===== config.mk =====
export PLATFORM = sky130hd
export DESIGN_NAME = ppc_phy_port_regs
export DESIGN_NICKNAME = d
export VERILOG_FILES = /design/src/hdl/ppc_pkg.sv /design/src/hdl/ppc_phy_port_regs.sv
export SDC_FILE = /design/constraint.sdc
export NUM_CORES = 1
export LEC_CHECK = 0
export BUFFER_PORTS_ARGS = -buffer_cell sky130_fd_sc_hd__buf_2
export CORE_UTILIZATION = 53
export CTS_BUF_LIST = sky130_fd_sc_hd__clkbuf_8
export DETAILED_ROUTE_END_ITERATION = 7
export PLACE_DENSITY = 0.93
export SYNTH_ARGS = -nofsm -noshare
export SYNTH_HDL_FRONTEND = slang
export SYNTH_SLANG_ARGS = --single-unit

===== constraint.sdc =====
create_clock -name mclk -period 1.7 [get_ports mclk]
set_input_delay 0 -clock mclk [delete_from_list [all_inputs] [get_ports mclk]]
set_output_delay 0 -clock mclk [all_outputs]
set_load 0.01 [all_outputs]

===== src/hdl/ppc_pkg.sv =====
// constants for the per-port phy control register bank
package ppc_pkg;

    // ports served by this bank; the third switch port has no phy
    localparam int PPC_NPORTS = 2;

    // register port
    localparam int PPC_AW = 8;
    localparam int PPC_DW = 8;

    // per-port address layout: port n sits at PPC_PORT_BASE + (n - 1) * PPC_PORT_STRIDE plus the slot offset
    localparam logic [7:0] PPC_PORT_BASE = 8'h10;
    localparam logic [7:0] PPC_PORT_STRIDE = 8'h10;
    localparam logic [7:0] PPC_OFS_SPECIAL = 8'h0A;
    localparam logic [7:0] PPC_OFS_FAULT_LO = 8'h0B;
    localparam logic [7:0] PPC_OFS_CTRL_A = 8'h0C;
    localparam logic [7:0] PPC_OFS_CTRL_B = 8'h0D;

    // absolute addresses
    localparam logic [7:0] PPC_ADDR_P1_SPECIAL = 8'h1A;
    localparam logic [7:0] PPC_ADDR_P1_FAULT_LO = 8'h1B;
    localparam logic [7:0] PPC_ADDR_P1_CTRL_A = 8'h1C;
    localparam logic [7:0] PPC_ADDR_P1_CTRL_B = 8'h1D;
    localparam logic [7:0] PPC_ADDR_P2_SPECIAL = 8'h2A;
    localparam logic [7:0] PPC_ADDR_P2_FAULT_LO = 8'h2B;
    localparam logic [7:0] PPC_ADDR_P2_CTRL_A = 8'h2C;
    localparam logic [7:0] PPC_ADDR_P2_CTRL_B = 8'h2D;

    // control a fields
    localparam int PPC_A_AN_EN = 7;
    localparam int PPC_A_FORCE_SPD = 6;
    localparam int PPC_A_FORCE_DPX = 5;
    localparam int PPC_A_ADV_PAUSE = 4;
    localparam int PPC_A_ADV_100FD = 3;
    localparam int PPC_A_ADV_100HD = 2;
    localparam int PPC_A_ADV_10FD = 1;
    localparam int PPC_A_ADV_10HD = 0;
    localparam logic [3:0] PPC_A_ADV_RESET = 4'hF;

    // control b fields (bits 2..0 belong to other logic and read zero here)
    localparam int PPC_B_LED_OFF = 7;
    localparam int PPC_B_TX_DIS = 6;
    localparam int PPC_B_RESTART = 5;
    localparam int PPC_B_FEF_DIS = 4;
    localparam int PPC_B_PWR_DOWN = 3;
    localparam int PPC_B_LSB = 3;
    localparam logic [4:0] PPC_B_RESET = 5'h00;

    // special control/status: fault distance msb
    localparam int PPC_S_FAULT_MSB = 0;

    // fault distance
    localparam int PPC_FAULT_W = 9;
    localparam int PPC_FAULT_DM_PER_COUNT = 4;

    // led pins
    localparam int PPC_LED_W = 4;
    localparam logic [3:0] PPC_LED_DARK = 4'hF;

    // strap vector layout
    localparam int PPC_STRAP_W = 7;
    localparam int PPC_STRAP_NEG = 0;
    localparam int PPC_STRAP_SPD = 1;
    localparam int PPC_STRAP_DPX = 2;
    localparam int PPC_STRAP_PER_PORT = 3;
    localparam int PPC_STRAP_PAUSE = 6;

    localparam logic [7:0] PPC_RDATA_RESET = 8'h00;

endpackage


===== src/hdl/ppc_phy_port_regs.sv =====
// per-port phy control and fault-distance registers for the two phy ports
`timescale 1ns/1ns
`default_nettype none

// ************************************************************
// register map and timing
// ************************************************************
// port 1 occupies 0x1A to 0x1D, port 2 the same slots 0x10 higher
// 0x1A/0x2A: bit 0 carries the fault distance msb, other bits read zero
// 0x1B/0x2B: low byte of the fault distance, read-only
// 0x1C/0x2C: negotiation enable, forced speed and duplex, advertised abilities
// 0x1D/0x2D: led-off, transmit-disable, restart, far-end fault off, power down
// writes to read-only, reserved or unmapped slots are dropped silently
// read data appears one cycle after the strobe and holds until the next read
// the two fault bytes are not latched together; read them while the count is stable
// reset must stay low five cycles or more so the strap filter settles first

module ppc_phy_port_regs
    import ppc_pkg::*;
(
    input wire logic mclk, // 10 MHz system clock
    input wire logic rstn, // synchronous reset, active low
    input wire logic [PPC_AW-1:0] reg_addr, // register address
    input wire logic reg_wr, // write strobe, one cycle
    input wire logic [PPC_DW-1:0] reg_wdata, // write data
    input wire logic reg_rd, // read strobe, one cycle
    output logic [PPC_DW-1:0] reg_rdata, // read data, valid the cycle after reg_rd
    input wire logic port1_negotiate_strap, // strap pin
    input wire logic port2_negotiate_strap, // strap pin
    input wire logic port1_speed_strap, // strap pin
    input wire logic port2_speed_strap, // strap pin
    input wire logic port1_duplex_strap, // strap pin
    input wire logic port2_duplex_strap, // strap pin
    input wire logic pause_advertise_strap, // strap pin, shared by both ports
    input wire logic [PPC_FAULT_W-1:0] fault_count_p1, // diagnostic fault distance
    input wire logic [PPC_FAULT_W-1:0] fault_count_p2, // diagnostic fault distance
    input wire logic [1:0] an_speed_100, // negotiated speed per port
    input wire logic [1:0] an_full_duplex, // negotiated duplex per port
    input wire logic [1:0] an_failed, // negotiation failed per port
    input wire logic [PPC_LED_W-1:0] led_in_p1, // led drive from status logic
    input wire logic [PPC_LED_W-1:0] led_in_p2, // led drive from status logic
    output logic [PPC_LED_W-1:0] port_led_out_p1, // led pins port 1
    output logic [PPC_LED_W-1:0] port_led_out_p2, // led pins port 2
    output logic [1:0] negotiate_en, // negotiation enable per port
    output logic [1:0] link_speed_100, // speed in use per port
    output logic [1:0] link_full_duplex, // duplex in use per port
    output logic [4:0] advertise_p1, // pause,100fd,100hd,10fd,10hd
    output logic [4:0] advertise_p2, // pause,100fd,100hd,10fd,10hd
    output logic [1:0] tx_disable, // transmitter off per port
    output logic [1:0] negotiate_restart, // one-cycle restart pulse per port
    output logic far_end_fault_disable, // fiber far-end fault off, port 1
    output logic [1:0] power_down // phy power down per port
);

    // ************************************************************
    // state
    // ************************************************************

    typedef struct packed {
        logic [PPC_STRAP_W-1:0] strap_s1;
        logic [PPC_STRAP_W-1:0] strap_s2;
        logic [PPC_STRAP_W-1:0] strap_s3;
        logic [PPC_STRAP_W-1:0] strap_f;
        logic [1:0][7:0] ctrl_a;
        logic [1:0][4:0] ctrl_b;
        logic [PPC_DW-1:0] rdata;
        logic [1:0] restart;
        logic [1:0][PPC_LED_W-1:0] led;
        logic [1:0] spd;
        logic [1:0] dpx;
    } ppc_state_t;

    ppc_state_t st_reg;
    ppc_state_t st_next;
    logic [PPC_STRAP_W-1:0] strap_pins;
    logic [1:0][PPC_FAULT_W-1:0] fault;
    logic [1:0][PPC_LED_W-1:0] led_in;

    assign strap_pins = {pause_advertise_strap,
                         port2_duplex_strap, port2_speed_strap, port2_negotiate_strap,
                         port1_duplex_strap, port1_speed_strap, port1_negotiate_strap};
    assign fault[0] = fault_count_p1;
    assign fault[1] = fault_count_p2;
    assign led_in[0] = led_in_p1;
    assign led_in[1] = led_in_p2;

    // ************************************************************
    // next state
    // ************************************************************

    always_comb begin
        st_next = st_reg;

        // straps: three flops, a change counts once stages two and three agree
        st_next.strap_s1 = strap_pins;
        st_next.strap_s2 = st_reg.strap_s1;
        st_next.strap_s3 = st_reg.strap_s2;
        for (int b = 0; b < PPC_STRAP_W; b++) begin
            if (st_reg.strap_s2[b] == st_reg.strap_s3[b]) begin
                st_next.strap_f[b] = st_reg.strap_s3[b];
            end
        end

        // restart lasts one cycle; the stored bit stays as written, and each write with the restart bit set re-fires
        st_next.restart = 2'b00;

        // writes reach only the control slots; read-only and reserved slots drop them
        if (reg_wr) begin
            if (reg_addr == PPC_ADDR_P1_CTRL_A) begin
                st_next.ctrl_a[0] = reg_wdata;
            end else if (reg_addr == PPC_ADDR_P1_CTRL_B) begin
                st_next.ctrl_b[0] = reg_wdata[7:PPC_B_LSB];
                st_next.restart[0] = reg_wdata[PPC_B_RESTART];
            end else if (reg_addr == PPC_ADDR_P2_CTRL_A) begin
                st_next.ctrl_a[1] = reg_wdata;
            end else if (reg_addr == PPC_ADDR_P2_CTRL_B) begin
                st_next.ctrl_b[1] = reg_wdata[7:PPC_B_LSB];
                st_next.restart[1] = reg_wdata[PPC_B_RESTART];
            end
        end

        // link selection and led blanking, per port
        for (int p = 0; p < PPC_NPORTS; p++) begin
            if (!st_reg.ctrl_a[p][PPC_A_AN_EN]) begin
                st_next.spd[p] = st_reg.ctrl_a[p][PPC_A_FORCE_SPD];
            end else begin
                st_next.spd[p] = an_speed_100[p];
            end
            if (!st_reg.ctrl_a[p][PPC_A_AN_EN] || an_failed[p]) begin
                st_next.dpx[p] = st_reg.ctrl_a[p][PPC_A_FORCE_DPX];
            end else begin
                st_next.dpx[p] = an_full_duplex[p];
            end

            if (st_reg.ctrl_b[p][PPC_B_LED_OFF - PPC_B_LSB]) begin
                st_next.led[p] = PPC_LED_DARK;
            end else begin
                st_next.led[p] = led_in[p];
            end
        end

        // read decode, port 3 slots and unmapped addresses read zero
        // a read that meets a write in one cycle returns the value before the write
        if (reg_rd) begin
            st_next.rdata = PPC_RDATA_RESET;
            if (reg_addr == PPC_ADDR_P1_SPECIAL) begin
                st_next.rdata[PPC_S_FAULT_MSB] = fault[0][PPC_FAULT_W-1];
            end else if (reg_addr == PPC_ADDR_P1_FAULT_LO) begin
                st_next.rdata = fault[0][7:0];
            end else if (reg_addr == PPC_ADDR_P1_CTRL_A) begin
                st_next.rdata = st_reg.ctrl_a[0];
            end else if (reg_addr == PPC_ADDR_P1_CTRL_B) begin
                st_next.rdata = {st_reg.ctrl_b[0], 3'h0};
            end else if (reg_addr == PPC_ADDR_P2_SPECIAL) begin
                st_next.rdata[PPC_S_FAULT_MSB] = fault[1][PPC_FAULT_W-1];
            end else if (reg_addr == PPC_ADDR_P2_FAULT_LO) begin
                st_next.rdata = fault[1][7:0];
            end else if (reg_addr == PPC_ADDR_P2_CTRL_A) begin
                st_next.rdata = st_reg.ctrl_a[1];
            end else if (reg_addr == PPC_ADDR_P2_CTRL_B) begin
                st_next.rdata = {st_reg.ctrl_b[1], 3'h0};
            end
        end

        // advertise ones; pause follows the shared strap
        // hold reset at least five cycles so the filtered straps settle
        if (!rstn) begin
            // port 1 straps sit in the low three bits of the filtered vector
            st_next.ctrl_a[0] = {st_reg.strap_f[PPC_STRAP_NEG],
                                 st_reg.strap_f[PPC_STRAP_SPD],
                                 st_reg.strap_f[PPC_STRAP_DPX],
                                 st_reg.strap_f[PPC_STRAP_PAUSE],
                                 PPC_A_ADV_RESET};
            // port 2 straps follow one group higher; the pause strap is shared
            st_next.ctrl_a[1] = {st_reg.strap_f[PPC_STRAP_PER_PORT + PPC_STRAP_NEG],
                                 st_reg.strap_f[PPC_STRAP_PER_PORT + PPC_STRAP_SPD],
                                 st_reg.strap_f[PPC_STRAP_PER_PORT + PPC_STRAP_DPX],
                                 st_reg.strap_f[PPC_STRAP_PAUSE],
                                 PPC_A_ADV_RESET};
            st_next.ctrl_b[0] = PPC_B_RESET;
            st_next.ctrl_b[1] = PPC_B_RESET;
            // leds stay dark while the port is held in reset
            st_next.led[0] = PPC_LED_DARK;
            st_next.led[1] = PPC_LED_DARK;
            st_next.rdata = PPC_RDATA_RESET;
            st_next.restart = 2'b00;
            st_next.spd = 2'b00;
            st_next.dpx = 2'b00;
        end
    end

    always_ff @(posedge mclk) begin
        st_reg <= st_next;
    end

    // ************************************************************
    // outputs
    // ************************************************************

    assign reg_rdata = st_reg.rdata;
    assign port_led_out_p1 = st_reg.led[0];
    assign port_led_out_p2 = st_reg.led[1];
    assign link_speed_100 = st_reg.spd;
    assign link_full_duplex = st_reg.dpx;
    assign negotiate_restart = st_reg.restart;
    assign advertise_p1 = st_reg.ctrl_a[0][4:0];
    assign advertise_p2 = st_reg.ctrl_a[1][4:0];

    genvar gp;
    generate
        for (gp = 0; gp < PPC_NPORTS; gp++) begin : g_port
            assign negotiate_en[gp] = st_reg.ctrl_a[gp][PPC_A_AN_EN];
            assign tx_disable[gp] = st_reg.ctrl_b[gp][PPC_B_TX_DIS - PPC_B_LSB];
            assign power_down[gp] = st_reg.ctrl_b[gp][PPC_B_PWR_DOWN - PPC_B_LSB];
        end
    endgenerate

    // fiber only on port 1; port 2's copy is stored but has no effect
    assign far_end_fault_disable = st_reg.ctrl_b[0][PPC_B_FEF_DIS - PPC_B_LSB];

endmodule

`default_nettype wire


Yosys cells after proc, flatten, opt, wreduce, memory -nomap -nowiden
Index checks and enable logic that the tools add are counted.
Storage, ports and cells
  bits of input ports: 59
  output and inout bits: 39
  bits in registers: 76
  logic and storage cells: 97
Operators by class
  reductions and logical operators: 14
  eq/ne operators: 20
  mux-type cells: 34
  bitwise gates (word level): 6
Operators with widths (count)
  2-to-1 mux 8 bit: 11
  2-to-1 mux 48 bit: 1
  == test 8 x 5 -> 1 bit, second input constant: 4
  == test 8 x 6 -> 1 bit, second input constant: 4
  2-to-1 mux 26 bit: 1
  2-to-1 mux 5 bit: 4
  2-to-1 mux 7 bit: 2
  2-to-1 mux 1 bit: 10
  2-to-1 mux 10 bit: 1
  2-to-1 mux 4 bit: 2
  AND reduction 4 bit: 2
  == test 1 bit: 7
  != test 2 x 1 -> 1 bit, second input constant: 3
  inverter 1 bit: 6
  OR reduction 6 bit: 1
  AND reduction 5 bit: 1
  2-to-1 mux 2 bit: 2
  != test 2 bit, second input constant: 2
  AND reduction 2 bit: 2
  OR reduction 2 bit: 2
  OR reduction 4 bit: 1
  AND reduction 3 bit: 1
  logical NOT 1 bit: 2
  logical OR 1 bit: 2

Depth between registers and ports, before layout
  depth in word-level cells: 11
  gate-level depth with buffers: 7
  depth with buffers taken out: 4

Worst setup path after synthesis
No wires, ideal clock.
  path type: input to register
  from: input reg_addr[0]
  to: register st_reg (netlist bit advertise_p1[4]), enable pin
  cell stages on the path: 5
  setup time: 0.309 ns
  data required time: 1.391 ns
  path slack: 0.372 ns
  data arrival time: 1.018 ns
  cell sequence: buf_2 > nor3b_4 > buf_4 > nand4_4 > nand2_1
Between the ends
  longest elaborated chain between the ends: 3
Ends and longest elaborated chain
  from (decl): line ppc_phy_port_regs.sv:23  | input wire logic [PPC_AW-1:0] reg_addr,
  == test 8 x 5 -> 1 bit: line ppc_phy_port_regs.sv:109  | if (reg_addr == PPC_ADDR_P1_CTRL_A) begin
  != test 2 x 1 -> 1 bit (no line)
  AND reduction 2 bit (no line)
  to (signal assigned): line ppc_phy_port_regs.sv:193  | st_reg <= st_next;
  to (decl): line ppc_phy_port_regs.sv:73  | ppc_state_t st_reg;
No other way between the ends.
A chain may end at the register's enable or synchronous reset.

Worst setup path after layout
  from: register st_reg (netlist bit negotiate_en[1])
  to: register st_reg (netlist bit link_full_duplex[1])
Between the ends
  longest elaborated chain between the ends: 3
Ends and longest elaborated chain
  logical NOT 1 bit: line ppc_phy_port_regs.sv:129  | if (!st_reg.ctrl_a[p][PPC_A_AN_EN] || an_failed[p]) begin
  logical OR 1 bit: line ppc_phy_port_regs.sv:129
  2-to-1 mux 1 bit: line ppc_phy_port_regs.sv:129
No other way between the ends.

==> reports/qor.yml <==
sta:
  finalHoldViolCount: 0
  tightest_slew_ns: 0.5940
  relSlewSlack: 0.5984
  rsz0062_at_grt: "false"
  final-max-slew-violation-count: 0
  finalSetupViolCount: 0
  period_share: 0.9239
  tns_ns: 0
  skew_ns: 0.007436
  finalCriticalPeriod_ns: 1.571
  clock.fmax_mhz: 636.7
job:
  maxCapViolations: 0
global_routing:
  grt_overflow: 0
  track_usage: 0.2348
  grt_pass1_vias: 2529
  grt_pass1_wl_mm: 11.50
  grt_max_degree: 24
  antenna_found_initial: 0
synth:
  syn_avg_cell_area_um2: 10.65
  synth_area_um2: 3313
  synth-seq-cells: 76
  synth_ff_type: "dfxtp_1"
  synthArstFlopShare: 0
  ys.warnings.count: 0
  synth-seq-area-share: 0.5045
  synth_nets: 370
  synth_edf_count: 15
  synthCells: 311
  ys_types: 34
worst_setup_path:
  cp_data_arrival_time_ns: 1.82
  critical_path_class: "reg2reg"
  critPathLaunchType: "flip-flop"
  cp.required_ns: 1.95
  crit_path_end_kind: "flip-flop"
  cp_max_fo: 4
clock_network:
  cts_root_buf: "clkbuf_8"
  cts_sinks: 76
  clk_path_buf_depth: 2
  clkTransAtPathRegs_ns: 0.08
  htree_num_levels: 3
  cts_setup_buffers: 0
  ctsResizeCount: 0
  cts_made_buffers: 9
  worstSkewPairLatency_ns: 0.35
  tritoncts: "yes"
placed_design:
  portBuffers: 97
  hpwl_mm: 5.115
  gp_congestion: 0.8902
  dpl-instance-area_um2: 3587
  numPlacedInstances: 436
detailed_routing:
  drtAntennaViolNets: 0
  routed_wl_mm: 7.363
  drc_errors: 0
  viasPerCell: 5.273
  drt_first_pass_iters: 4
  wl_per_cell_um: 15.12
  routed-via-count: 2568
  drt_iter0_markers: 219
layout:
  layout.cells.non_filler: 487
  largest_reg_flops: 23
  syn2layout_area_growth_pct: 24.85
  drive_gt1_frac: 0.3010
  nets: 466
  finalInstanceArea_um2: 4136
  antennaDiodeCount: 0
power_and_ir_drop:
  power_leakage_uw: 0.001832
  peakVddDrop_uv: 684.2
  power_uw: 3687
  powerDensity_nw_per_um2: 891.4
floorplan:
  die_w_um: 81.07
  rows: 28
  initial_utilization: 0.5530
  design.portCount: 98
  core_area_um2: 5991
  die_y_um: 81.07
  dieArea_um2: 6572
run_status:
  status: "finished clean"
hold_path:
  hold_class: "in2reg"
report_power, final:
part,internal (uW),leakage [uW],switching (uW)
combinational,199,0.00108,173
sequential,1910,0.000653,35.2
clock,687,0.0000992,679
total,2800,0.00183,886
cells by family after synthesis:
family,after synthesis,synth area share
muxes,17,0.05136
DFF,76,0.5045
AOI/OAI and AO/OA,60,0.1227
buffers and inverters,60,0.1148
and+or+nand+nor,91,0.1881
xor gates and xnor gates,7,0.01850
worst paths after layout:
path	from	to	slack [ns]	cells past startpoint
setup / recovery	negotiate_en[1]	link_full_duplex[1]	0.13	4
hold / removal	an_failed[0]	link_full_duplex[0]	0.006	4
hold reg to reg	st_next[64]	st_next[57]	0.33	0
setup reg to reg	negotiate_en[1]	link_full_duplex[1]	0.13	4
cells in the final DEF (no fill, tap or decap), drive strengths merged:
cell type / netlist / final
buf: 44 / 104
dfxtp: 61 / 61
dlygate4sd3: 0 / 35
nand2: 22 / 22
mux2i: 17 / 17
nor2b: 16 / 16
a21oi: 16 / 16
edfxtp: 15 / 15
and4b: 11 / 11
nand3b: 11 / 11
nand2b: 10 / 10
a211oi: 10 / 10
clkbuf: 10 / 9
nand3: 8 / 8
inv: 6 / 8
xnor2: 7 / 7
o31ai: 7 / 7
o22ai: 6 / 6
o21ai: 5 / 5
a21boi: 5 / 5
o32a: 5 / 5
and2: 4 / 4
nor3b: 3 / 3
clkinv: 0 / 3
nand4: 2 / 2
nor2: 2 / 2
a22o: 2 / 2
a2bb2oi: 2 / 2
nor4b: 1 / 1
and3b: 1 / 1
o211ai: 1 / 1
a31oi: 1 / 1
bufinv: 0 / 1
clkinvlp: 0 / 1
stage by stage:
step / hold slack, ns / setup WS (ns) / utilization
floorplan: 0.02772 / 0.3725 / -
global placement: 0.1021 / 0.1302 / 0.5988
detailed placement: 0.1036 / 0.04567 / 0.5988
CTS: 0.001961 / 0.1875 / 0.6905
global route: 0.03092 / 0.08781 / 0.6905
finish: 0.006437 / 0.1293 / 0.6905
area by class of cell:
type	instances	area, um2
inverter	6	22.52
multi-input combinational	175	1261
timing repair buffer	139	888.4
clock inverter	7	75.07
sequential	76	1672
fill	468	1854
tap	75	93.84
clock buffer	9	123.9
critical path, stage by stage (launching register included):
cell and delay (ns):
edfxtp_1 0.46, nor2b_1 0.22, mux2i_1 0.19, dlygate4sd3_1 0.56, nor2b_1 0.05
cells in the mapped netlist, types with 4 or more instances:
library cell	count	area (um2)
dfxtp_1	61	1221
buf_4	40	300.3
nand2_1	21	78.83
mux2i_1	17	170.2
a21oi_1	16	80.08
nor2b_1	16	100.1
edfxtp_1	15	450.4
and4b_1	11	110.1
nand3b_1	11	82.58
a211oi_1	10	75.07
clkbuf_1	10	37.54
nand2b_1	10	62.56
nand3_1	8	40.04
o31ai_1	7	52.55
xnor2_1	7	61.31
inv_1	6	22.52
o22ai_1	6	37.54
a21boi_0	5	37.54
o21ai_0	5	25.02
o32a_1	5	50.05
buf_2	4	20.02
routing by layer:
layer | wire length [um] | share of wire | vias up | GRT usage
met5 | 0 | 0 | - | 0
li1 | - | - | 1264 | -
met1 | 3007 | 0.41 | 1195 | 0.2624
met2 | 3789 | 0.51 | 94 | 0.4218
met3 | 433 | 0.059 | 15 | 0.05393
met4 | 133 | 0.018 | 0 | 0.1054
repair_timing:
item                                    in CTS  in global routing
hold endpoints to repair                    44                  0
endpoints found under the setup margin       0                  0
hold buffers                                35                  0
Power figures use the tool's default switching activity.
